**config.mk**
```make
export PLATFORM = sky130hd
export DESIGN_NAME = lvc_host
export DESIGN_NICKNAME = d
export VERILOG_FILES = /design/src/lvc_host.v
export VERILOG_INCLUDE_DIRS = /design/src
export SDC_FILE = /design/constraint.sdc
export NUM_CORES = 1
export LEC_CHECK = 0
export CAP_MARGIN = 20
export CORE_ASPECT_RATIO = 0.6
export CORE_MARGIN = 3
export CORE_UTILIZATION = 35
export CTS_CLUSTER_DIAMETER = 150
export DETAILED_ROUTE_END_ITERATION = 12
export DONT_BUFFER_PORTS = 1
export HOLD_SLACK_MARGIN = 0.02
export PLACE_DENSITY = 0.57
export SLEW_MARGIN = 15
export SYNTH_ARGS = -nofsm -noshare
export SYNTH_HDL_FRONTEND = slang
export SYNTH_SLANG_ARGS = --single-unit
```
**constraint.sdc**
```tcl
create_clock -name pclk -period 3.2 [get_ports pclk]
set_clock_uncertainty 0.1 [all_clocks]
set_input_delay 0.32 -clock pclk [delete_from_list [all_inputs] [get_ports pclk]]
set_output_delay 0.32 -clock pclk [all_outputs]
set_load 0.05 [all_outputs]
```
**src/lvc_consts.vh**
```
`ifndef LVC_CONSTS_VH
`define LVC_CONSTS_VH

// clock and software waits
`define LVC_CLK_PERIOD_NS   5
`define LVC_REF_WAIT_NS     2000000
`define LVC_ON_WAIT_NS      200000
`define LVC_WAIT_W          19

// device register map (byte addresses on the device bus)
`define LVC_DEV_AW          16
`define LVC_DEV_CTRL_ADDR   16'hffbe
`define LVC_DEV_LVL_ADDR    16'hffbf

// device detect_control_reg bit positions
`define LVC_DC_ENABLE       7
`define LVC_DC_REF          4
`define LVC_DC_MODE         1
`define LVC_DC_FLAG         0
`define LVC_BYTE_ZERO       8'h00

// level codes
`define LVC_LVL_PROHIBITED  3'h7
`define LVC_LVL_POC_FIRST   3'h4

// own apb register map
`define LVC_APB_AW          12
`define LVC_REG_CONFIG      12'h000
`define LVC_REG_COMMAND     12'h004
`define LVC_REG_STATUS      12'h008

// config fields
`define LVC_CFG_RESET       8'h00
`define LVC_CFG_LVL_HI      2
`define LVC_CFG_LVL_LO      0
`define LVC_CFG_MODE        3
`define LVC_CFG_POC         4
`define LVC_CFG_POC35       5
`define LVC_CFG_BYTESTOP    6

// command fields
`define LVC_CMD_START       0
`define LVC_CMD_STOP        1

// status fields
`define LVC_ST_BUSY         0
`define LVC_ST_RUN          1
`define LVC_ST_ERR          2
`define LVC_ST_FLAG         3
`define LVC_ST_EVENT        4
`define LVC_ST_SHADOW_LO    8

`endif

```
**src/lvc_host.v**
```verilog
`timescale 1ns/1ps
`include "lvc_consts.vh"

module lvc_host #(
  parameter REF_WAIT_CYC = `LVC_REF_WAIT_NS / `LVC_CLK_PERIOD_NS,
  parameter ON_WAIT_CYC  = `LVC_ON_WAIT_NS / `LVC_CLK_PERIOD_NS
) (
  // clock and reset
  input  wire                    pclk,
  input  wire                    presetn,
  // apb slave
  input  wire                    psel,
  input  wire                    penable,
  input  wire                    pwrite,
  input  wire [`LVC_APB_AW-1:0]  paddr,
  input  wire [31:0]             pwdata,
  output reg  [31:0]             prdata,
  output reg                     pready,
  output reg                     pslverr,
  // device byte bus, four-phase req/ack
  output reg                     dev_req,
  output reg                     dev_wr,
  output reg  [`LVC_DEV_AW-1:0]  dev_addr,
  output reg  [7:0]              dev_wdata,
  input  wire                    dev_ack,
  input  wire [7:0]              dev_rdata,
  // device interrupt pins
  output reg                     low_supply_irq_mask,
  output reg                     irq_req_clear,
  input  wire                    low_supply_irq_request
);

  // one-hot sequencer states
  localparam [13:0] S_IDLE  = 14'h0001;
  localparam [13:0] S_MASK  = 14'h0002;
  localparam [13:0] S_LVL   = 14'h0004;
  localparam [13:0] S_REF   = 14'h0008;
  localparam [13:0] S_WREF  = 14'h0010;
  localparam [13:0] S_ON    = 14'h0020;
  localparam [13:0] S_WON   = 14'h0040;
  localparam [13:0] S_POLL  = 14'h0080;
  localparam [13:0] S_CHK   = 14'h0100;
  localparam [13:0] S_MODE  = 14'h0200;
  localparam [13:0] S_CLRIF = 14'h0400;
  localparam [13:0] S_RUN   = 14'h0800;
  localparam [13:0] S_STOP  = 14'h1000;
  localparam [13:0] S_OP    = 14'h2000;

  localparam [`LVC_WAIT_W-1:0] REF_CNT = REF_WAIT_CYC[`LVC_WAIT_W-1:0];
  localparam [`LVC_WAIT_W-1:0] ON_CNT  = ON_WAIT_CYC[`LVC_WAIT_W-1:0];

  // level legal check, used only at start
  function lvl_ok;
    input [2:0] lvl;
    input       poc35;
    begin
      lvl_ok = (lvl != `LVC_LVL_PROHIBITED) && !(poc35 && (lvl >= `LVC_LVL_POC_FIRST));
    end
  endfunction

  // state and registers
  reg  [13:0]             state_q;     // sequencer state
  reg  [13:0]             ret_q;       // state after a bus op
  reg                     op_phase_q;  // 0 request, 1 release
  reg  [7:0]              cfg_q;       // software config
  reg  [7:0]              shadow_q;    // last control byte written
  reg  [`LVC_WAIT_W-1:0]  wait_q;      // software wait counter
  reg                     err_q;       // refused start
  reg                     flag_q;      // last flag read
  reg                     event_q;     // sticky request seen
  reg                     start_q;     // pending start
  reg                     stop_q;      // pending stop
  reg  [7:0]              rd_q;        // captured read byte
  reg  [1:0]              ack_s;       // ack synchroniser
  reg  [15:0]             rdat_s;      // read data synchroniser
  reg  [1:0]              irq_s;       // request synchroniser

  wire        apb_acc  = psel && penable && !pready;
  wire        apb_wr   = apb_acc && pwrite;
  wire        ack_in   = ack_s[1];
  wire [2:0]  lvl      = cfg_q[`LVC_CFG_LVL_HI:`LVC_CFG_LVL_LO];
  wire        irq_in   = irq_s[1];
  wire        st_clr   = apb_wr && (paddr == `LVC_REG_STATUS) && pwdata[`LVC_ST_EVENT];
  wire        run_irq  = (state_q == S_RUN) && !cfg_q[`LVC_CFG_MODE];

  // two-flop synchronisers for device inputs
  always @(posedge pclk or negedge presetn) begin
    if (!presetn) begin
      ack_s  <= 2'h0;
      rdat_s <= 16'h0000;
      irq_s  <= 2'h0;
    end else begin
      ack_s  <= {ack_s[0], dev_ack};
      rdat_s <= {rdat_s[7:0], dev_rdata};
      irq_s  <= {irq_s[0], low_supply_irq_request};
    end
  end

  // apb slave, one wait cycle, registered answer
  always @(posedge pclk or negedge presetn) begin
    if (!presetn) begin
      pready  <= 1'b0;
      pslverr <= 1'b0;
      prdata  <= 32'h00000000;
      cfg_q   <= `LVC_CFG_RESET;
    end else begin
      pready  <= apb_acc;
      pslverr <= 1'b0;
      prdata  <= 32'h00000000;
      if (apb_acc) begin
        case (paddr)
          `LVC_REG_CONFIG: begin
            prdata <= {24'h000000, cfg_q};
            if (pwrite) begin
              cfg_q <= pwdata[7:0];
            end
          end
          `LVC_REG_COMMAND: begin
            prdata <= 32'h00000000;  // write only
          end
          `LVC_REG_STATUS: begin
            prdata <= {16'h0000, shadow_q, 3'h0, event_q, flag_q, err_q,
                       (state_q == S_RUN), (state_q != S_IDLE)};
          end
          default: begin
            pslverr <= 1'b1;  // unmapped
          end
        endcase
      end
    end
  end

  // sequencer: start, stop, service and device bus ops
  always @(posedge pclk or negedge presetn) begin
    if (!presetn) begin
      state_q             <= S_IDLE;
      ret_q               <= S_IDLE;
      op_phase_q          <= 1'b0;
      shadow_q            <= `LVC_BYTE_ZERO;
      wait_q              <= {`LVC_WAIT_W{1'b0}};
      err_q               <= 1'b0;
      flag_q              <= 1'b0;
      event_q             <= 1'b0;
      start_q             <= 1'b0;
      stop_q              <= 1'b0;
      rd_q                <= 8'h00;
      dev_req             <= 1'b0;
      dev_wr              <= 1'b0;
      dev_addr            <= {`LVC_DEV_AW{1'b0}};
      dev_wdata           <= 8'h00;
      low_supply_irq_mask <= 1'b1;
      irq_req_clear       <= 1'b0;
    end else begin
      irq_req_clear <= 1'b0;
      // command pulses latch until taken
      if (apb_wr && (paddr == `LVC_REG_COMMAND)) begin
        start_q <= start_q | pwdata[`LVC_CMD_START];
        stop_q  <= stop_q | pwdata[`LVC_CMD_STOP];
      end
      // sticky request event, set beats clear
      if (run_irq && irq_in) begin
        event_q <= 1'b1;
      end else if (st_clr) begin
        event_q <= 1'b0;
      end
      case (state_q)
        S_IDLE: begin
          if (stop_q) begin
            stop_q  <= 1'b0;
            state_q <= S_STOP;
          end else if (start_q) begin
            start_q <= 1'b0;
            if (lvl_ok(lvl, cfg_q[`LVC_CFG_POC35])) begin
              err_q   <= 1'b0;
              state_q <= S_MASK;
            end else begin
              err_q <= 1'b1;
            end
          end
        end
        // start: mask first, then the level byte
        S_MASK: begin
          low_supply_irq_mask <= 1'b1;
          dev_wr    <= 1'b1;
          dev_addr  <= `LVC_DEV_LVL_ADDR;
          dev_wdata <= {5'h00, lvl};
          ret_q     <= cfg_q[`LVC_CFG_POC] ? S_ON : S_REF;
          state_q   <= S_OP;
        end
        // reference on, its settle wait loaded
        S_REF: begin
          shadow_q  <= shadow_q | (8'h01 << `LVC_DC_REF);
          dev_wr    <= 1'b1;
          dev_addr  <= `LVC_DEV_CTRL_ADDR;
          dev_wdata <= shadow_q | (8'h01 << `LVC_DC_REF);
          wait_q    <= REF_CNT;
          ret_q     <= S_WREF;
          state_q   <= S_OP;
        end
        // count down the reference settle time
        S_WREF: begin
          if (wait_q <= {{(`LVC_WAIT_W-1){1'b0}}, 1'b1}) begin
            state_q <= S_ON;
          end else begin
            wait_q <= wait_q - {{(`LVC_WAIT_W-1){1'b0}}, 1'b1};
          end
        end
        // detector on, flag wait loaded
        S_ON: begin
          shadow_q  <= shadow_q | (8'h01 << `LVC_DC_ENABLE);
          dev_wr    <= 1'b1;
          dev_addr  <= `LVC_DEV_CTRL_ADDR;
          dev_wdata <= shadow_q | (8'h01 << `LVC_DC_ENABLE);
          wait_q    <= ON_CNT;
          ret_q     <= S_WON;
          state_q   <= S_OP;
        end
        // count down before the flag is trusted
        S_WON: begin
          if (wait_q <= {{(`LVC_WAIT_W-1){1'b0}}, 1'b1}) begin
            state_q <= S_POLL;
          end else begin
            wait_q <= wait_q - {{(`LVC_WAIT_W-1){1'b0}}, 1'b1};
          end
        end
        // read the control byte for the flag
        S_POLL: begin
          dev_wr   <= 1'b0;
          dev_addr <= `LVC_DEV_CTRL_ADDR;
          ret_q    <= S_CHK;
          state_q  <= S_OP;
        end
        S_CHK: begin
          flag_q <= rd_q[`LVC_DC_FLAG];
          if (stop_q) begin
            stop_q  <= 1'b0;
            state_q <= S_STOP;
          end else if (rd_q[`LVC_DC_FLAG]) begin
            state_q <= S_POLL;  // supply still low
          end else if (cfg_q[`LVC_CFG_MODE]) begin
            state_q <= (shadow_q[`LVC_DC_MODE]) ? S_RUN : S_MODE;
          end else begin
            state_q <= S_CLRIF;
          end
        end
        // reset mode armed only once supply is high
        S_MODE: begin
          shadow_q  <= shadow_q | (8'h01 << `LVC_DC_MODE);
          dev_wr    <= 1'b1;
          dev_addr  <= `LVC_DEV_CTRL_ADDR;
          dev_wdata <= shadow_q | (8'h01 << `LVC_DC_MODE);
          ret_q     <= S_RUN;
          state_q   <= S_OP;
        end
        // clear the request first, unmask one cycle later
        S_CLRIF: begin
          if (!irq_req_clear && low_supply_irq_mask) begin
            irq_req_clear <= 1'b1;
          end else if (irq_req_clear) begin
            low_supply_irq_mask <= 1'b0;
            state_q             <= S_RUN;
          end else begin
            irq_req_clear <= 1'b1;
            state_q       <= S_RUN;
          end
        end
        // synced request lags its clear: one extra poll may follow
        S_RUN: begin
          if (stop_q) begin
            stop_q  <= 1'b0;
            state_q <= S_STOP;
          end else if (run_irq && irq_in) begin
            state_q <= S_POLL;  // service
          end
        end
        // one byte write per pass until the shadow is zero
        S_STOP: begin
          low_supply_irq_mask <= 1'b1;
          dev_wr   <= 1'b1;
          dev_addr <= `LVC_DEV_CTRL_ADDR;
          ret_q    <= S_STOP;
          state_q  <= S_OP;
          if (cfg_q[`LVC_CFG_BYTESTOP] && (shadow_q != `LVC_BYTE_ZERO)) begin
            shadow_q  <= `LVC_BYTE_ZERO;
            dev_wdata <= `LVC_BYTE_ZERO;
          end else if (shadow_q[`LVC_DC_MODE]) begin
            shadow_q  <= shadow_q & ~(8'h01 << `LVC_DC_MODE);
            dev_wdata <= shadow_q & ~(8'h01 << `LVC_DC_MODE);
          end else if (shadow_q[`LVC_DC_ENABLE]) begin
            shadow_q  <= shadow_q & ~(8'h01 << `LVC_DC_ENABLE);
            dev_wdata <= shadow_q & ~(8'h01 << `LVC_DC_ENABLE);
          end else if (shadow_q[`LVC_DC_REF]) begin
            shadow_q  <= shadow_q & ~(8'h01 << `LVC_DC_REF);
            dev_wdata <= shadow_q & ~(8'h01 << `LVC_DC_REF);
          end else begin
            flag_q  <= 1'b0;  // detector off
            state_q <= S_IDLE;
          end
        end
        S_OP: begin
          // four-phase handshake with the device
          if (!op_phase_q) begin
            dev_req <= 1'b1;
            if (dev_req && ack_in) begin
              rd_q       <= rdat_s[15:8];
              dev_req    <= 1'b0;
              op_phase_q <= 1'b1;
            end
          end else if (!ack_in) begin
            op_phase_q <= 1'b0;
            state_q    <= ret_q;
          end
        end
        default: begin
          state_q <= S_IDLE;
        end
      endcase
    end
  end

endmodule // lvc_host

```
# ---- Word level (Yosys, flattened, before mapping)
# Cells that the tools add are included.
dict set report op_classes {
  add_sub_neg 1
  mul 0
  div_mod_pow 0
  order_cmp 2
  eq_ne 34
  n_shift 0
  n_mux 63
  bitwise 7
  reduce_logical 50
}
# operator n
set ops {}
lappend ops {{$mux 14} 14}
lappend ops {{$pmux 14 s9} 1}
lappend ops {{$pmux 14 s6} 1}
lappend ops {{$pmux 16 s2} 2}
lappend ops {{$pmux 19 s3} 1}
lappend ops {{$mux 8} 6}
lappend ops {{$pmux 8 s5} 1}
lappend ops {{$mux 12} 3}
lappend ops {{$pmux 8 s4} 1}
lappend ops {{$mux 1} 25}
lappend ops {{$ne 2x2->1 const B} 11}
lappend ops {{$le 19x1->1 const B} 1}
lappend ops {{$mux 19} 1}
lappend ops {{$sub 19x1->19 const B} 1}
lappend ops {{$mux 16} 1}
lappend ops {{$reduce_bool 2->1} 8}
lappend ops {{$ne 3x3->1 const B} 5}
lappend ops {{$reduce_and 3->1} 5}
lappend ops {{$reduce_and 5->1} 3}
lappend ops {{$reduce_or 5->1} 3}
lappend ops {{$eq 14x1->1 const B} 1}
lappend ops {{$eq 14x10->1 const B} 1}
lappend ops {{$eq 14x11->1 const B} 1}
lappend ops {{$eq 14x12->1 const B} 1}
lappend ops {{other kinds (33)} 59}
dict set report totals {
  reg_bits 145
  latch_bits 0
  ram_bits 0
  mem_bits_ro 0
  input_bits 59
  n_memories 0
}

# ---- Longest topological paths before layout
dict set report logic_depth {
  word_depth 8
  mapped_depth 8
  mapped_depth_nobuf 7
}

# ---- Least setup slack after synthesis
# Ideal clock, no wire load.
dict set report synth_timing {
  path_type {register to register}
  startpoint {reg wait_q[11]}
  endpoint {reg state_q[13]}
  setup_time_ps 124
  t_arrival_ps 2707
  required_time_ps 2976
  path_slack_ps 269
  path_stages_with_launch 7
  synth_period_minus_slack_ps 2931
  cell_sequence {dfrtp_1 -> or4_4 -> or3_1 -> or4_4 -> a2111oi_4 -> o21ai_4 -> a211o_1}
}
dict set report synth_via {
  elab_chain_len 3
  elab_cells_between_ends 4
}
# element line_no
set synth_rtl {}
lappend synth_rtl {{from (decl)} lvc_host.v:67} ;# reg [`LVC_WAIT_W-1:0] wait_q;
lappend synth_rtl {{from (signal assigned)} lvc_host.v:140} ;# wait_q <= {`LVC_WAIT_W{1'b0}};
lappend synth_rtl {{from (signal assigned)} lvc_host.v:205} ;# wait_q <= wait_q - {{(`LVC_WAIT_W-1){1'b0}}, 1'b1};
lappend synth_rtl {{from (signal assigned)} lvc_host.v:223} ;# wait_q <= wait_q - {{(`LVC_WAIT_W-1){1'b0}}, 1'b1};
lappend synth_rtl {{$le 19x1->1 *} {lvc_host.v:202, lvc_host.v:220}}
lappend synth_rtl {{$ne 2x2->1 (no source line)} --}
lappend synth_rtl {{$reduce_and 8->1 (no source line) *} --}
lappend synth_rtl {{to (signal assigned)} lvc_host.v:241} ;# state_q <= (shadow_q[`LVC_DC_MODE]) ? S_RUN : S_MODE;
lappend synth_rtl {{to (signal assigned)} lvc_host.v:311} ;# state_q <= ret_q;
lappend synth_rtl {{to (decl)} lvc_host.v:62} ;# reg [13:0] state_q;
# Mark *: on every way between the ends. The rest lies on a longest branch, timed or not.
# A chain may end at the register's enable or synchronous reset.

# ---- Worst setup path in the final report
# Ends and elaborated chain as after synthesis.

==> results_dict.tcl <==
set metrics [dict create \
    dieWidth_um 151 \
    status "complete, no violations" \
    cts_max_path_buffers 2 \
    ys_ff_latch 90 \
    tightest_slew_ps 1170 \
    grt_pass1_vias 3185 \
    htree_num_levels 3 \
    slowest_stage "or4_4" \
    maxCapViolCount 0 \
    port_buffers 0 \
    layout_min_cycle_time_ps 2970 \
    dieArea_mm2 0.0141 \
    p_per_area_mw_per_mm2 731 \
    ys_types 56 \
    core_mm2 0.0122 \
    worstPathArrival_ps 3100 \
    ys_seq_area_frac 0.509 \
    grt_pass1_wl_mm 18.0 \
    grt_max_degree 91 \
    cts_tree "built" \
    async_flop_share 1.00 \
    min-delay-path-class "input port to flip-flop" \
    synthCells 449 \
    crit_chain "or4_4 > or3_1 > or4_4 > a2111oi_4 > o21ai_4 > a211o_1" \
    synthToLayoutAreaGrowth_pct 12.1 \
    routed-via-count 3401 \
    start_util 0.363 \
    n_fill_cell 1213 \
    layout_commonest_cell "dfrtp_1" \
    dp_hpwl_mm 8.16 \
    slew_headroom 0.219 \
    cp-end-kind "flip-flop" \
    max_stage_delay_ps 570 \
    antenna_found_initial 0 \
    antenna_left 0 \
    path_clk_slew_ps 60 \
    wl_per_cell_um 17.9 \
    wirelength_mm 11.2 \
    grt_util_all_layers 0.167 \
    final_cell_mix "dfrtp_1 (85), nand2_1 (43), nor2_1 (39), o21ai_0 (18), conb_1 (18)" \
    power_mw 3.63 \
    cp.required_ps 3330 \
    post_cts.repair.setup_buffers 0 \
    worstSetupPathType "flip-flop to flip-flop" \
    clk_latency_ps 350 \
    critPathLaunchType "flip-flop" \
    drc 0 \
    die_h_um 93.1 \
    antenna_cells 0 \
    grt_overflow 0 \
    hold_viol 0 \
    row_count 31 \
    cts_root_buffer "clkbuf_16" \
    synthesis.area_mm2 0.00443 \
    reg2reg_slack_ps 230 \
    ir_drop_v 0.000270 \
    finish.instance_area_mm2 0.00496 \
    drtIter0Drc 315 \
    viasPerCell 5.43 \
    nNetsFinal 517 \
    max_freq_ghz 0.336 \
    timing.final.max_slew_violations 0 \
    synth_ff_type "dfrtp_1" \
    synth_edf_count 0 \
    io_pins 121 \
    tns_ps 0 \
    setup_viol 0 \
    fin_crit_sh 0.929 \
    place_congestion 0.960 \
    yosys_warnings 0 \
    avgSynthCellArea_um2 9.86 \
    utilization 0.406 \
    cts_buffers 9 \
    worstPathMaxFanout 5 \
    cpMostUsedCell "or4_4" \
    drt_first_pass_iters 4 \
    cts_sinks 90 \
    leakage_nw 2.27 \
    dpl_cell_area_mm2 0.00453 \
    rsz0062_at_grt "no" \
    drive_above_1_share 0.117 \
]
==> layer usage <==
layer,share of wire,GRT usage
met5,0,0
met4,0.0090,0.0392
met3,0.097,0.0528
met2,0.38,0.207
met1,0.51,0.273
==> path summary, 6_finish.rpt <==
check                                start           to  cells past startpoint
worst max-delay path            wait_q[11]  state_q[13]                      6
worst min-delay path             pwdata[1]     cfg_q[1]                      1
worst max register to register  wait_q[11]  state_q[13]                      6
worst min register to register    ack_s[0]     ack_s[1]                      0
max in group asynchronous          presetn   prdata[14]                      2
min in group asynchronous          presetn    wait_q[4]                      2
==> worst max-delay path: cells and delay by family (launching register included) <==
kind            cells  cell delay [ps]
flops               1              430
compound gates      3              860
simple gates        3             1460
==> metrics by stage <==
| stage | setup WS, ps | hold slack (ps) | std cells |
|---|---|---|---|
| 2_1_floorplan | 269 | -75.6 | 466 |
| 3_3_place_gp | 287 | -71.8 | 597 |
| 3_5_place_dp | 266 | -71.8 | 597 |
| 4_1_cts | 249 | 20.0 | 626 |
| 5_1_grt | 146 | 25.0 | 626 |
| 6_report | 228 | 27.4 | 626 |
==> repair_timing <==
| item | in CTS | in global routing |
|---|---|---|
| hold endpoints to repair | 101 | 0 |
| resized for setup | 0 | 0 |
| hold buffers | 13 | 0 |
==> area by class of cell <==
cell class                 count  area (um2)  area share
clock buffer                  10         239      0.0481
clock inverter                 6        50.0      0.0101
multi-input combinational    312        1870       0.376
timing repair buffer          29         288      0.0580
inverter                      14        52.6      0.0106
sequential                    90        2260       0.455
tap                          165         206      0.0416
==> Yosys cell counts, types with 3 or more instances <==
cell type	instances	area share
nor3_1	17	0.019
o21ai_0	18	0.020
and3_1	13	0.018
and4_1	4	0.0079
a21oi_1	16	0.018
dfstp_2	3	0.018
xor2_1	6	0.012
nand2b_1	5	0.0071
nor4b_1	4	0.0079
inv_1	13	0.011
nor4_1	8	0.011
and2_1	6	0.0085
a311oi_1	3	0.0059
buf_4	36	0.061
nand4b_1	3	0.0059
nand3_1	15	0.017
nor3b_1	3	0.0051
a31oi_1	3	0.0042
a22oi_1	6	0.010
o22ai_1	4	0.0056
nor2_1	39	0.033
clkbuf_1	14	0.012
nor2b_1	6	0.0085
dfrtp_1	87	0.49
mux2i_1	3	0.0068
mux2_2	7	0.018
a21o_1	4	0.0068
nand2_1	43	0.036
nand4_1	17	0.024
xnor2_1	6	0.012
or3_1	5	0.0071
==> report_power, final <==
group          internal (mW)  switching, mW  total [mW]
registers               1.30          0.261        1.56
clock network          0.554          0.471        1.03
logic                  0.398          0.644        1.04
total                   2.25           1.38        3.63
==> cell families after synthesis <==
logic type / share of synthesized area
compound gates: 0.114
xor+xnor: 0.0237
fa+ha+maj: 0.00565
buf+inv: 0.0847
flops: 0.509
mux: 0.0246
other cells: 0.000847
simple gates: 0.237
==> flip-flops by register name (all words and copies together), names as in the netlist, 2 cells and up <==
signal and cells:
ack_s 2, cfg_q 8, dev_addr 2, dev_wdata 6
irq_s 2, prdata 12, rdat_s 2, ret_q 8
shadow_q 3, state_q 13, wait_q 19
Power figures use the tool's default switching activity.
